===== src/rtl/stop_wake_map.svh =====
/*
 * register offsets, field positions, reset values and timing counts of the
 * stop-recovery and watchdog configuration block.
 * assumes a 100 MHz clk; included by its bare name after the package.
 */
// What this block does
// RULE1: the second wake select register keeps its source code in bits 4..2 and its level in bit 6, and software cannot read them back.
// RULE2: code 000 (reset) allows only power-on reset, 001 wakes on nand of port 2 lines 0-3, 010 on nand of port 2 lines 0-7.
// RULE3: code 011 wakes on nor of port 3 lines 1-3 and code 100 on nand of the same lines.
// RULE4: code 101 wakes on nor of port 3 lines 1-3 with port 0 lines 0 and 7, code 110 on nand of that set.
// RULE5: code 111 wakes on nand of port 3 lines 1-3 with port 2 lines 0-2.
// RULE6: the level bit (reset 0) is the pin-combination level that triggers recovery.
// RULE7: with both wake select registers set up, the event of either one ends stop.
// RULE8: lines configured as outputs drop out of the combination, which is formed from the remaining inputs.
// RULE9: software writes zero to every reserved bit of the second wake select register.
// RULE10: watchdog time select 00/01/10/11 gives at least 5/10/20/80 ms.
// RULE11: watchdog mode bit 2 keeps the watchdog running in halt when 1, its reset value.
// RULE12: a rising edge on clear input a starts the watchdog timer, on clear input b the 18-clock reset timer.
// RULE13: while stopped the selected combination is watched every cycle and recovery starts on a match.
`ifndef STOP_WAKE_MAP_SVH
`define STOP_WAKE_MAP_SVH

// ********************************************************************
// register map (word index times four gives byte address)
// ********************************************************************
`define SWS_IDX_SECOND     4'hd
`define SWS_IDX_FIRST      4'he
`define SWS_IDX_WDOG       4'hf
`define SWS_IDX_STATUS     4'hc
`define SWS_IDX_MASK       4'hb

// ********************************************************************
// fields and reset values
// ********************************************************************
`define SWS_SRC_LSB        2
`define SWS_SRC_MSB        4
`define SWS_LVL_BIT        6
`define SWS_SECOND_RST     8'h00
`define SWS_FIRST_RST      8'h00
`define SWS_WDOG_RST       8'h04
`define SWS_WD_HALT_BIT    2

// ********************************************************************
// timing
// ********************************************************************
`define SWS_CLK_MHZ        100
`define SWS_WD_MS0         5
`define SWS_WD_MS1         10
`define SWS_WD_MS2         20
`define SWS_WD_MS3         80
`define SWS_WD_CYC(ms)     ((ms) * 1000 * `SWS_CLK_MHZ)
`define SWS_RST_CLOCKS     18

`endif


===== src/rtl/stop_wake_pkg.sv =====
/*
 * types shared by the stop-recovery block and its pin combiner.
 * assumes nothing beyond a SystemVerilog tool.
 */
package stop_wake_pkg;
    // pins that may take part in a wake combination, with direction flags
    typedef struct packed {
        logic [7:0] port0;
        logic [7:0] port2;
        logic [3:1] port3;
    } wake_pins_t;

    typedef enum logic [2:0] {
        SRC_POR_ONLY = 3'b000,
        SRC_NAND_P2L = 3'b001,
        SRC_NAND_P2A = 3'b010,
        SRC_NOR_P3   = 3'b011,
        SRC_NAND_P3  = 3'b100,
        SRC_NOR_P30  = 3'b101,
        SRC_NAND_P30 = 3'b110,
        SRC_NAND_P32 = 3'b111
    } wake_src_t;

    typedef enum logic [1:0] {
        ST_RUN  = 2'b00,
        ST_STOP = 2'b01,
        ST_HALT = 2'b10
    } run_state_t;
endpackage


===== src/rtl/stop_wake_ctrl.sv =====
/*
 * stop-recovery select, watchdog configuration and timers, with an
 * avalon-mm slave and a level interrupt.
 * assumes one 100 MHz clock, async active-low reset, pins synchronous.
 */
// The Avalon-MM register port was left to the implementer.
`include "stop_wake_map.svh"
`timescale 1ns/10ps
`default_nettype none
module stop_wake_ctrl #(
    parameter int WD_CYC0   = `SWS_WD_CYC(`SWS_WD_MS0),
    parameter int WD_CYC1   = `SWS_WD_CYC(`SWS_WD_MS1),
    parameter int WD_CYC2   = `SWS_WD_CYC(`SWS_WD_MS2),
    parameter int WD_CYC3   = `SWS_WD_CYC(`SWS_WD_MS3),
    parameter int RST_CLOCKS = `SWS_RST_CLOCKS
) (
    // clock and reset
    input  wire logic                      clk,
    input  wire logic                      rstn,
    // avalon-mm slave
    input  wire logic [5:0]                address,
    input  wire logic                      read,
    input  wire logic                      write,
    input  wire logic [31:0]               writedata,
    output logic [31:0]                    readdata,
    output logic                           waitrequest,
    // core power state requests
    input  wire logic                      stop_req,
    input  wire logic                      halt_req,
    input  wire logic                      halt_exit,
    // wake pins and directions
    input  wire stop_wake_pkg::wake_pins_t pins,
    input  wire stop_wake_pkg::wake_pins_t is_out,
    input  wire logic                      first_wake_in,
    // timer clears
    input  wire logic                      timer_clear_input_a,
    input  wire logic                      timer_clear_input_b,
    // status out
    output logic                           stopped,
    output logic                           stop_recover,
    output logic                           watchdog_reset,
    output logic                           reset_timer_done,
    output logic                           irq
);
    import stop_wake_pkg::*;

    // ****************************************************************
    // elaboration checks
    // ****************************************************************
    initial begin
        if (WD_CYC0 < 1 || WD_CYC0 > WD_CYC1 || WD_CYC1 > WD_CYC2 || WD_CYC2 > WD_CYC3 ||
            RST_CLOCKS < 1 || RST_CLOCKS > 255)
            $error("stop_wake_ctrl: bad timing parameters");
    end

    typedef struct packed {
        logic [7:0]  second;      // source and level fields
        logic [7:0]  first;       // first wake select, bit 0 enables first_wake_in
        logic [7:0]  wdog;        // watchdog mode
        logic [2:0]  sts;         // 0 wake, 1 watchdog, 2 reset timer
        logic [2:0]  msk;
        run_state_t  st;
        logic [31:0] wd_cnt;
        logic        wd_run;
        logic [7:0]  rc_cnt;
        logic        rc_run;
        logic        clr_a;
        logic        clr_b;
        logic        ack;
        logic [31:0] rdata;
        logic        recov;
        logic        wd_rst;
        logic        rc_done;
    } state_t;

    state_t s_q;
    state_t s_d;

    logic        wake2;
    logic        wake_any;
    logic [31:0] wd_limit;
    logic [3:0]  idx;

    // ****************************************************************
    // wake combination
    // ****************************************************************
    wake_combiner u_comb (
        .src    (wake_src_t'(s_q.second[`SWS_SRC_MSB:`SWS_SRC_LSB])), // RULE1
        .level  (s_q.second[`SWS_LVL_BIT]),                          // RULE1
        .pins   (pins),
        .is_out (is_out),
        .wake   (wake2)
    );

    // either register's event ends stop
    assign wake_any = wake2 | (s_q.first[0] & first_wake_in);        // RULE7

    // timeout per select code
    always_comb begin
        case (s_q.wdog[1:0])
            2'b00:   wd_limit = WD_CYC0;                             // RULE10
            2'b01:   wd_limit = WD_CYC1;                             // RULE10
            2'b10:   wd_limit = WD_CYC2;                             // RULE10
            default: wd_limit = WD_CYC3;                             // RULE10
        endcase
    end

    assign idx = address[5:2];

    // ****************************************************************
    // next state
    // ****************************************************************
    always_comb begin
        s_d         = s_q;
        s_d.ack     = 1'b0;
        s_d.recov   = 1'b0;
        s_d.wd_rst  = 1'b0;
        s_d.rc_done = 1'b0;
        s_d.clr_a   = timer_clear_input_a;
        s_d.clr_b   = timer_clear_input_b;

        // power state: stop left on the first cycle a wake is seen
        case (s_q.st)
            ST_RUN: begin
                if (stop_req)
                    s_d.st = ST_STOP;
                else if (halt_req)
                    s_d.st = ST_HALT;
            end
            ST_STOP: begin
                if (wake_any) begin                                  // RULE13
                    s_d.st    = ST_RUN;
                    s_d.recov = 1'b1;
                end
            end
            ST_HALT: begin
                if (halt_exit)
                    s_d.st = ST_RUN;
            end
            default: s_d.st = ST_RUN;
        endcase

        // watchdog: started by clear a, paused in stop, and in halt unless enabled
        if (timer_clear_input_a && !s_q.clr_a) begin                 // RULE12
            s_d.wd_run = 1'b1;
            s_d.wd_cnt = 32'h0000_0000;
        end else if (s_q.wd_run && s_q.st != ST_STOP &&
                     (s_q.st != ST_HALT || s_q.wdog[`SWS_WD_HALT_BIT])) begin // RULE11
            if (s_q.wd_cnt + 32'h0000_0001 >= wd_limit) begin
                s_d.wd_cnt = 32'h0000_0000;
                s_d.wd_rst = 1'b1;
            end else begin
                s_d.wd_cnt = s_q.wd_cnt + 32'h0000_0001;
            end
        end

        // reset timer: counts RST_CLOCKS after clear b rises
        if (timer_clear_input_b && !s_q.clr_b) begin                 // RULE12
            s_d.rc_run = 1'b1;
            s_d.rc_cnt = 8'h00;
        end else if (s_q.rc_run) begin
            if (s_q.rc_cnt == 8'(RST_CLOCKS - 1)) begin
                s_d.rc_run  = 1'b0;
                s_d.rc_done = 1'b1;
            end else begin
                s_d.rc_cnt = s_q.rc_cnt + 8'h01;
            end
        end

        // bus: one wait cycle, answer on the second
        if ((read || write) && !s_q.ack) begin
            s_d.ack   = 1'b1;
            s_d.rdata = 32'h0000_0000;
            if (write) begin
                case (idx)
                    // reserved bits are kept zero whatever software writes
                    `SWS_IDX_SECOND: s_d.second = writedata[7:0] & 8'h5c; // RULE9
                    `SWS_IDX_FIRST:  s_d.first  = writedata[7:0];
                    `SWS_IDX_WDOG:   s_d.wdog   = {5'h00, writedata[2:0]};
                    `SWS_IDX_MASK:   s_d.msk    = writedata[2:0];
                    default: ;
                endcase
            end else begin
                case (idx)
                    `SWS_IDX_SECOND: s_d.rdata = 32'h0000_0000;      // RULE1
                    `SWS_IDX_FIRST:  s_d.rdata = {24'h00_0000, s_q.first};
                    `SWS_IDX_WDOG:   s_d.rdata = {24'h00_0000, s_q.wdog};
                    `SWS_IDX_MASK:   s_d.rdata = {29'h0000_0000, s_q.msk};
                    `SWS_IDX_STATUS: begin
                        s_d.rdata = {27'h000_0000, s_q.st, s_q.sts};
                        s_d.sts   = 3'b000;                          // read clears
                    end
                    default: s_d.rdata = 32'h0000_0000;
                endcase
            end
        end

        // events set sticky bits after any clear, so a set wins
        if (s_d.recov)
            s_d.sts[0] = 1'b1;
        if (s_d.wd_rst)
            s_d.sts[1] = 1'b1;
        if (s_d.rc_done)
            s_d.sts[2] = 1'b1;
    end

    // ****************************************************************
    // state register
    // ****************************************************************
    always_ff @(posedge clk or negedge rstn) begin
        if (!rstn) begin
            s_q        <= '0;
            s_q.second <= `SWS_SECOND_RST;                           // RULE2
            s_q.first  <= `SWS_FIRST_RST;
            s_q.wdog   <= `SWS_WDOG_RST;                             // RULE11
            s_q.st     <= ST_RUN;
        end else begin
            s_q <= s_d;
        end
    end

    // outputs
    assign waitrequest      = (read || write) && !s_q.ack;
    assign readdata         = s_q.rdata;
    assign stopped          = (s_q.st == ST_STOP);
    assign stop_recover     = s_q.recov;
    assign watchdog_reset   = s_q.wd_rst;
    assign reset_timer_done = s_q.rc_done;
    assign irq              = |(s_q.sts & s_q.msk);
endmodule
`default_nettype wire


===== src/rtl/wake_combiner.sv =====
/*
 * forms the nand or nor of the selected wake pins, leaving out outputs.
 * assumes pins are synchronous to clk; purely combinational.
 */
`timescale 1ns/10ps
`default_nettype none
module wake_combiner (
    // selection
    input  wire stop_wake_pkg::wake_src_t  src,
    input  wire logic                      level,
    // pins and their directions (1 = output)
    input  wire stop_wake_pkg::wake_pins_t pins,
    input  wire stop_wake_pkg::wake_pins_t is_out,
    // result
    output logic                           wake
);
    import stop_wake_pkg::*;

    logic [18:0] sel;
    logic [18:0] use_m;
    logic        any_hi;
    logic        all_hi;
    logic        comb;
    logic        is_nor;

    // choose the set of lines per source code
    always_comb begin
        sel    = 19'h0_0000;
        is_nor = 1'b0;
        case (src)
            SRC_NAND_P2L: sel = {8'h00, 8'h0f, 3'b000};          // RULE2
            SRC_NAND_P2A: sel = {8'h00, 8'hff, 3'b000};          // RULE2
            SRC_NOR_P3: begin
                sel    = {8'h00, 8'h00, 3'b111};                 // RULE3
                is_nor = 1'b1;
            end
            SRC_NAND_P3:  sel = {8'h00, 8'h00, 3'b111};          // RULE3
            SRC_NOR_P30: begin
                sel    = {8'h81, 8'h00, 3'b111};                 // RULE4
                is_nor = 1'b1;
            end
            SRC_NAND_P30: sel = {8'h81, 8'h00, 3'b111};          // RULE4
            SRC_NAND_P32: sel = {8'h00, 8'h07, 3'b111};          // RULE5
            default:      sel = 19'h0_0000;                      // RULE2
        endcase
    end

    // outputs drop out of the equation
    assign use_m  = sel & ~is_out;                                // RULE8
    assign any_hi = |(pins & use_m);
    assign all_hi = &(pins | ~use_m);
    assign comb   = is_nor ? ~any_hi : ~all_hi;
    // no live line left means nothing can wake; por only never wakes
    assign wake   = (|use_m) && (comb == level);                  // RULE6
endmodule
`default_nettype wire


===== config.mk =====
export PLATFORM = sky130hd
export DESIGN_NAME = stop_wake_ctrl
export DESIGN_NICKNAME = d
export VERILOG_FILES = /design/src/rtl/stop_wake_pkg.sv /design/src/rtl/stop_wake_ctrl.sv /design/src/rtl/wake_combiner.sv
export VERILOG_INCLUDE_DIRS = /design/src /design/src/rtl
export SDC_FILE = /design/constraint.sdc
export NUM_CORES = 1
export LEC_CHECK = 0
export BUFFER_PORTS_ARGS = -buffer_cell sky130_fd_sc_hd__clkbuf_2
export CAP_MARGIN = 0
export CORE_UTILIZATION = 45
export CTS_BUF_LIST = sky130_fd_sc_hd__clkbuf_2
export DETAILED_ROUTE_END_ITERATION = 8
export PLACE_DENSITY = 0.68
export SYNTH_ARGS = -nofsm -noshare
export SYNTH_HDL_FRONTEND = slang
export SYNTH_HIERARCHICAL = 1
export SYNTH_SLANG_ARGS = --single-unit

===== constraint.sdc =====
create_clock -name clk -period 4 [get_ports clk]
set_input_delay 0.8 -clock clk [delete_from_list [all_inputs] [get_ports clk]]
set_output_delay 0.8 -clock clk [all_outputs]
set_load 0.1 [all_outputs]

After elaboration in Yosys (flattened, before gate mapping)
Cells that the tools add are included.

Eq/ne operators: 27. Shift-type cells: 0. Mux-type cells: 35. Magnitude comparators: 1. Add/sub/neg operators: 2. Divide/modulo/power cells: 0. Multipliers: 0. Reduce and logical (&&, ||, !) cells: 37. Bitwise gates (word level): 10.

Operators by type and width (number): 2-to-1 mux 32 bit (3); case mux 19 bit (5 select lines) (1); case mux 23 bit (3 select lines) (1); AND 19 bit (2); inverter 19 bit (2); OR reduction 19 bit (2); 2-to-1 mux 33 bit (1); adder 32 x 1 -> 32 bit, second input constant (1); greater-or-equal comparator 32 bit (1); case mux 8 bit (4 select lines) (1); AND reduction 3 bit (8); == test 4 bit, second input constant (5); OR 19 bit (1); AND reduction 19 bit (1); 2-to-1 mux 9 bit (2); 2-to-1 mux 8 bit (2); nonzero test 2 bit (8); 2-to-1 mux 1 bit (14); == test 3 bit, second input constant (4); 2-to-1 mux 3 bit (4); inequality test 2 x 1 -> 1 bit, second input constant (5); adder 8 x 1 -> 8 bit, second input constant (1); == test 8 x 5 -> 1 bit, second input constant (1); 2-to-1 mux 2 bit (4); 20 further kinds (37).

Input port bits: 86. ROM bits: 0. Bits in latches: 0. Memory bits (writable): 0. Bits in registers: 103. Memories kept: 0.

Logic depth before layout (Yosys ltp)
Gate-level depths: netlist of the first run.

Word-level depth: 16. Depth in mapped cells: 17.

Cells and area by module
Netlist of the first run, hierarchy kept.

By module, submodules not included: stop_wake_ctrl (cells an instance 518, instances 1, seq. area each 1978.1 um^2, area an instance 4903.5 um^2); wake_combiner (cells an instance 51, instances 1, seq. area each 0.0 um^2, area an instance 314.1 um^2).

Worst setup path after synthesis of the first run
OpenSTA, ideal clock, no wires.

Path type: reg-to-reg. From: reg s_q[48] in the netlist's numbering. To: reg s_q[52] in the netlist's numbering. Path buffers: 1. Setup slack: 634 ps. Clock period less this slack: 3366 ps. Library setup time: 82 ps. Arrival time: 3284 ps. Stages on the path, launching flop included: 16. Path through: dfrtp_1 ha_1 nand4_1 nor4_4 nand4_1 xor2_1 inv_1 ha_1 a21o_1 a2111oi_0 o21a_1 o22ai_1 nor2_4 clkbuf_8 a41oi_1 a31oi_1.

Longest elaborated chain between the ends: 5.

RTL lines: from (decl) (RTL line stop_wake_ctrl.sv:76) `state_t s_q;`; adder 32 x 1 -> 32 bit * (RTL line stop_wake_ctrl.sv:149, stop_wake_ctrl.sv:153); greater-or-equal comparator 32 bit (RTL line stop_wake_ctrl.sv:149) `if (s_q.wd_cnt + 32'h0000_0001 >= wd_limit) begin`; 2-to-1 mux 32 bit * (RTL line stop_wake_ctrl.sv:149); 2-to-1 mux 32 bit * (RTL line stop_wake_ctrl.sv:147) `end else if (s_q.wd_run && s_q.st != ST_STOP &&`; 2-to-1 mux 32 bit * (RTL line stop_wake_ctrl.sv:144) `if (timer_clear_input_a && !s_q.clr_a) begin`.

Mark *: on every way between the ends. The rest lies on a longest branch, timed or not. The select of a mux whose other input is x is not followed. A chain may end at the register's enable or synchronous reset.

Final worst setup path of the first run
From: reg s_q[52] in the netlist's numbering. To: reg s_q[51] in the netlist's numbering.

Longest elaborated chain between the ends: 5.

RTL lines (RTL line): adder 32 x 1 -> 32 bit (stop_wake_ctrl.sv:149); greater-or-equal comparator 32 bit (stop_wake_ctrl.sv:149); 2-to-1 mux 32 bit (stop_wake_ctrl.sv:149); 2-to-1 mux 32 bit (stop_wake_ctrl.sv:147); 2-to-1 mux 32 bit (stop_wake_ctrl.sv:144).

No other way between the ends. The select of a mux whose other input is x is not followed.

==> impl_results.md, run 1 <==
- Outcome: finished clean
- DIE AREA: 0.0120 mm2
- Top cells by area, synth: dfrtp_1, buf_4, ha_1
- P_sw: 1.01 mW
- Skew-Pair Late Insertion Delay: 0.60 ns
- Leak Pwr: 2.78 nW
- Crit-path leading delay family: compound AO/OA/AOI/OAI gates
- Hold-fix buffers at CTS: 0
- Count leader, synth: dfrtp_1
- Syn Area/Cell: 9.17 um2
- Yosys warns: 6
- Synth Flop Type: dfrtp_1
- ANT cells: 0
- First-pass GRT wire length: 19,400 um
- Clock Skew: 0.0488 ns
- Placed cells: 762
- FF/Latch Area: 0.00198 mm2
- DP HPWL: 8840 um
- H-tree depth: 3
- R2R Setup Slk: 0.25 ns
- Cells on worst reg2reg path: 17
- DR WL/cell: 15.4 um
- Fmax: 0.267 GHz
- CP bufs+invs: 3
- Total GRT Usage: 21.0%
- Sum of negative setup slack: 0 ns
- Post-synth EDFFs: 0
- Num CTS Buffers: 9
- Final Critical Period: 3.75 ns
- Die H: 110 um
- P&R area growth vs syn: 9.02%
- CP Max Fanout: 11
- Fillers: 1,042
- Total Wirelength: 12,000 um
- Reg power frac: 43.1%
- Synth Register Bits: 79
- CP Launch Type: register
- Slew margin rel.: 34.2%
- Design area: 0.00569 mm2
- # IOs: 124
- Slew Viols, Final: 0
- Reg2reg start: s_q[52]$_DFFE_PN0P_
- FFs w/ async S/R, synth: 100%
- Vias in the first global route: 4,146
- Peak VDD IR: 291 uV
- Antenna viol nets, final: 0
- Post-route DRC: 0
- Worst setup EP type: register
- Mapped Area: 0.00522 mm2
- Syn Inst Count: 569
- Crit path cell chain: nand3_4 -> nor2_1 -> nand2_1 -> nor3_1 -> nand3_1 -> xor2_1 -> inv_1 -> ha_1 -> a21o_1 -> a21o_1 -> a221o_2 -> a311oi_1 -> buf_4 -> or3_4 -> buf_4 -> a41oi_1 -> a31oi_1
- Worst-path clk slew: 0.25 ns
- Initial Util: 47.1%
- Most instantiated cells after synthesis: dfrtp_1, nand2_1, nor2_1, inv_1, buf_4
- Critical path's largest stage delay: 0.51 ns
- CTS tree: yes
- Chip width: 110 um
- Sw Share: 43.1%
- Slowest-stage cell, CP: dfrtp_2
- Layout cells sized above 1: 23.5%
- Grt ovf: 0
- Vias: 4,394
- Core area: 0.0111 mm2
- CTS root buf: clkbuf_2
- Final worst slack: 0.250 ns
- Synth cell types: 75
- Vias per cell: 5.65
- Largest net degree at the start of global routing: 80
- Post-synthesis sequential area ratio: 37.9%
- R2R Path End: s_q[51]$_DFFE_PN0P_
- Final Net Count: 738
- Max-cap viol count: 0
- Pre-CTS setup slack: 0.319 ns
- Initial antenna violation count: 0
- Dpl cell area: 0.00557 mm2
- Pwr per Cell Area: 411 mW/mm2
- Hold/Removal Path Class: input port to asynchronous set/reset pin
- Initial DRC count: 299
- Drt first pass iters: 5
- Required time of the critical path: 4.51 ns
- Non-Filler Instances: 778
- Dominant cell type by area after synthesis: dfrtp_1
- Number of port buffers: 61
- Placer Congestion: 0.818
- Multi-input combinational cell area: 0.00282 mm2
- Synth top area share: 37.4%
- Hold WS: 0.325 ns
- Clock Sinks: 79
- Clock Tree Buf Depth: 2
- Slew at the pin closest to its max-slew limit: 0.987 ns
- RSZ-0062 raised after global routing: no
- Int Pwr: 1.33 mW
- Clock power frac: 18.9%
- Final setup vio count: 0
- Period utilization: 93.7%
- Crit path DAT: 4.26 ns
- FP Rows: 38
- Crit Path Category: register to register
- Final Hold Fails: 0
- Combinational share of power: 37.9%
[sequential cells by signal, summed over array words and instances (netlist names)]
signal and flops:
s_q 68, watchdog_reset 1, readdata 8, reset_timer_done 1, stop_recover 1
[worst max path at each step]
stage                        startpoint             endpoint  slack, ns  cells after the start
finish              s_q[52]$_DFFE_PN0P_  s_q[51]$_DFFE_PN0P_       0.25                     17
global route        s_q[52]$_DFFE_PN0P_  s_q[51]$_DFFE_PN0P_      0.007                     17
CTS                 s_q[52]$_DFFE_PN0P_  s_q[51]$_DFFE_PN0P_       0.23                     17
detailed placement  s_q[52]$_DFFE_PN0P_  s_q[86]$_DFFE_PN0P_       0.32                     17
global placement    s_q[52]$_DFFE_PN0P_  s_q[86]$_DFFE_PN0P_       0.41                     17
floorplan           s_q[48]$_DFFE_PN0P_  s_q[52]$_DFFE_PN0P_       0.63                     15
[cell families after synthesis]
logic type	after synthesis	share of synthesized area, %
simple gates	233	24.4
compound gates	103	14.0
buf+inv	86	9.78
flops	79	37.9
mux	26	5.56
xor+xnor	22	3.69
fa+ha+maj	19	4.56
other cells	1	0.0719
[power by group through the flow]
stage,clock [mW],combinational (mW),sequential [mW]
CTS,0.457,0.885,1.01
finish,0.442,0.887,1.01
global placement,0,0.856,1.02
global route,0.482,0.967,1.03
detailed placement,0,0.883,1.02
floorplan,0,0.687,1.01
[area by class of cell]
type                    count  area share [%]
inverters                  34            2.24
flip-flops and latches     79            34.8
multi-input cells         427            49.5
clock buffers              11           0.968
clock inverters             5            1.01
well taps                 140            3.08
repair buffers             82            8.40
[cell usage in the layout, fill, tap and decap left out, types with 21 or more instances in the layout]
cell type  synthesis  final
o21ai_0           28     28
conb_1             1     24
buf_4             33     21
clkbuf_2           1     71
nand3_1           29     29
nor2_1            39     39
inv_1             34     34
nand4_1           25     25
nand2_1           61     61
dfrtp_1           78     77
[per-layer routing]
metal  global-route usage, %  vias to the layer above  wire length [um]
met3                    4.68                       25               668
met4                    8.10                        0               253
li1                        -                     2125                 -
met2                    34.5                      151              5590
met1                    26.8                     2093              5500
met5                       0                        -                 0
[per-stage QoR]
stage               power [mW]  util [%]
floorplan                 1.70         -
global placement          1.87      50.3
detailed placement        1.91      50.3
CTS                       2.35      51.3
global route              2.48      51.3
finish                    2.34      51.3
[what timing repair did]
action,in CTS,in global routing
setup endpoints to repair,0,12
gates resized for setup,0,1
buffers inserted,0,0
Power figures use the tool's default switching activity.
==> run 2: changes to the inputs <==
--- a/config.mk
+++ b/config.mk
@@ -11,7 +11,7 @@
 export CORE_UTILIZATION = 45
 export CTS_BUF_LIST = sky130_fd_sc_hd__clkbuf_2
 export DETAILED_ROUTE_END_ITERATION = 8
-export PLACE_DENSITY = 0.68
+export PLACE_DENSITY = 0.69
 export SYNTH_ARGS = -nofsm -noshare
 export SYNTH_HDL_FRONTEND = slang
 export SYNTH_HIERARCHICAL = 1
==> run 2 against run 1 <==
  * Count of clock-buffer cells in the layout shrank 2
  * Register-to-register slack gained 0.06 ns
  * Critical endpoint unchanged
  * Clock power grew 11%
  * Final cell count up 0.13%
  * Critical path depth down 3
  * Sequential share of layout area decreased by 0.25 points
  * Sequential cell count unchanged
  * Cell area up 0.73%
  * Power increased by 2.6%
  * Non-clock buffer count increased by 2
==> impl_results.md, run 2 (synthesis results as in run 1) <==
- DP HPWL: 8890 um (+0.57%)
- Crit path DAT: 4.18 ns (-0.08 ns)
- R2R Path End: s_q[51]$_DFFE_PN0P_
- Required time of the critical path: 4.49 ns (-0.02 ns)
- Slew Viols, Final: 0 (unchanged)
- Tot Pwr: 2.40 mW (+2.6%)
- Final Net Count: 740 (+0.27%)
- Vias: 4,446 (+1.2%)
- Fmax: 0.271 GHz (+1.7%)
- GR Util met3: 4.92% (+0.24 points)
- Clock Tree Buf Depth: 2 (unchanged)
- Skew-Pair Late Insertion Delay: 0.56 ns (-0.04 ns)
- Chip width: 110 um (unchanged)
- Vias in the first global route: 4,277 (+3.2%)
- P_sw: 1.01 mW (+0.34%)
- Drt first pass iters: 5 (unchanged)
- Top Usage Layer GRT: met2
- Non-Filler Instances: 779 (+0.13%)
- Layout cells sized above 1: 23.8% (+0.28 points)
- H-tree depth: 3 (unchanged)
- Slew margin rel.: 34.0% (-0.17 points)
- Total Wirelength: 12,000 um (about the same)
- Reg2reg start: s_q[48]$_DFFE_PN0P_
- Final setup vio count: 0 (unchanged)
- Die H: 110 um (unchanged)
- Antenna viol nets, final: 0 (unchanged)
- CTS root buf: clkbuf_2
- Clock Skew: 0.0244 ns (-0.0244 ns)
- Num CTS Buffers: 9 (unchanged)
- RSZ-0062 raised after global routing: no
- DR WL/cell: 15.4 um (-0.10%)
- Initial antenna violation count: 0 (unchanged)
- Hold/Removal Path Class: input port to asynchronous set/reset pin
- DIE AREA: 0.0120 mm2 (unchanged)
- Vias per cell: 5.71 (+1.1%)
- Dpl cell area: 0.00559 mm2 (+0.27%)
- CP Launch Type: register
- Worst setup EP type: register
- Grt ovf: 0 (unchanged)
- P&R area growth vs syn: 9.81%
- Top register by number of flip-flops: s_q
- Initial Util: 47.1% (unchanged)
- Design area: 0.00573 mm2 (+0.73%)
- Largest net degree at the start of global routing: 80 (unchanged)
- Met2 layer usage reported by global route: 35.8% (+1.3 points)
- Cells on worst reg2reg path: 14 (-3)
- Met1 Use GR: 25.9% (-0.89 points)
- R2R Setup Slk: 0.31 ns (+0.06 ns)
- Period utilization: 92.2% (-1.6 points)
- Worst-path clk slew: 0.22 ns (-0.03 ns)
- # IOs: 124 (unchanged)
- Outcome: finished clean
- Hold-fix buffers at CTS: 0 (unchanged)
- ANT cells: 0 (unchanged)
- Largest register FFs: 68 (unchanged)
- Peak VDD IR: 278 uV (-4.5%)
- Setup Fix Bufs, Post-CTS: 0 (unchanged)
- First-pass GRT wire length: 19,600 um (+1.1%)
- Slew at the pin closest to its max-slew limit: 0.989 ns (+0.00256 ns)
- Placed cells: 764 (+0.26%)
- Initial DRC count: 314 (+5.0%)
- Clock power frac: 20.5% (+1.6 points)
- Most common cell after layout, fill and taps aside: dfrtp_1
- Crit Path Category: register to register
- Total GRT Usage: 21.1% (+0.073 points)
- Reg power frac: 41.9% (-1.2 points)
- Final Critical Period: 3.69 ns (-0.0623 ns)
- Int Pwr: 1.39 mW (+4.4%)
- Leak Pwr: 2.79 nW (+0.47%)
- Clock Sinks: 79 (unchanged)
- Post-route DRC: 0 (unchanged)
- CTS tree: yes
- FP Rows: 38 (unchanged)
- Combinational share of power: 37.6% (-0.3 points)
- Number of port buffers: 61 (unchanged)
- Fillers: 1,033 (-0.86%)
- Cts repair resizes: 0 (unchanged)
- Sw Share: 42.2% (-0.96 points)
- Final Hold Fails: 0 (unchanged)
- Core area: 0.0111 mm2 (unchanged)
- Placer Congestion: 0.853 (+4.2%)
- Commonest non-fill, non-tap cells in the layout: dfrtp_1, clkbuf_2, nand2_1, nor2_1, inv_1
- CP Max Fanout: 11 (unchanged)
- Sum of negative setup slack: 0 ns (unchanged)
- Pwr per Cell Area: 419 mW/mm2 (+1.9%)
- Max-cap viol count: 0 (unchanged)
[run 2: worst max-delay path by stage]
stage                              startpoint             endpoint  slack [ns]  cells after the start
after floorplan           s_q[48]$_DFFE_PN0P_  s_q[52]$_DFFE_PN0P_        0.63                     15
after global placement    s_q[53]$_DFFE_PN0P_  s_q[86]$_DFFE_PN0P_        0.49                     17
after detailed placement  s_q[53]$_DFFE_PN0P_  s_q[86]$_DFFE_PN0P_        0.37                     17
after CTS                 s_q[53]$_DFFE_PN0P_  s_q[51]$_DFFE_PN0P_        0.30                     17
after global routing      s_q[55]$_DFFE_PN0P_  s_q[51]$_DFFE_PN0P_        0.05                     17
final                     s_q[48]$_DFFE_PN0P_  s_q[51]$_DFFE_PN0P_        0.31                     14
[run 2: stage by stage]
| stage | utilization (%) | worst slack, ns | hold slack, ns |
|---|---|---|---|
| after floorplan | - | 0.634 | 0.440 |
| after global placement | 50.5 | 0.494 | 0.451 |
| after detailed placement | 50.5 | 0.373 | 0.463 |
| after CTS | 51.6 | 0.299 | 0.322 |
| after global routing | 51.7 | 0.0476 | 0.302 |
| final | 51.7 | 0.313 | 0.335 |
[run 2: per-layer routing]
layer  routed length (um)  up-vias
li1                     -     2122
met1                 5400     2138
met2                 5720      159
met3                  620       27
met4                  272        0
met5                    0        -
[run 2: layout make-up]
cell class | count | area (um2) | area share (%)
Multi-Input combinational cell | 427 | 2820 | 49.3
Sequential cell | 79 | 1980 | 34.5
Timing Repair Buffer | 84 | 493 | 8.60
Tap cell | 140 | 175 | 3.06
Inverter | 34 | 128 | 2.23
Clock inverter | 6 | 86.3 | 1.51
Clock buffer | 9 | 45.0 | 0.786
[run 2: worst max-delay path, stage by stage, from the launching register on]
cell       delay (ns)
dfrtp_1          0.50
ha_1             0.21
nand4_1          0.16
nor4_4           0.49
buf_4            0.23
nand2_1          0.10
xnor2_1          0.15
ha_1             0.35
a2111oi_0        0.45
o21a_1           0.20
o22ai_1          0.14
nor2_4           0.15
buf_4            0.20
a41oi_1          0.13
a31oi_1          0.17
[run 2: power groups by stage]
| stage | registers, mW | clock network (mW) | logic (mW) |
|---|---|---|---|
| final | 1.01 | 0.492 | 0.901 |
| after global routing | 1.03 | 0.534 | 0.982 |
| after CTS | 1.01 | 0.506 | 0.900 |
| after detailed placement | 1.02 | 0 | 0.895 |
| after global placement | 1.01 | 0 | 0.867 |
| after floorplan | 1.01 | 0 | 0.687 |
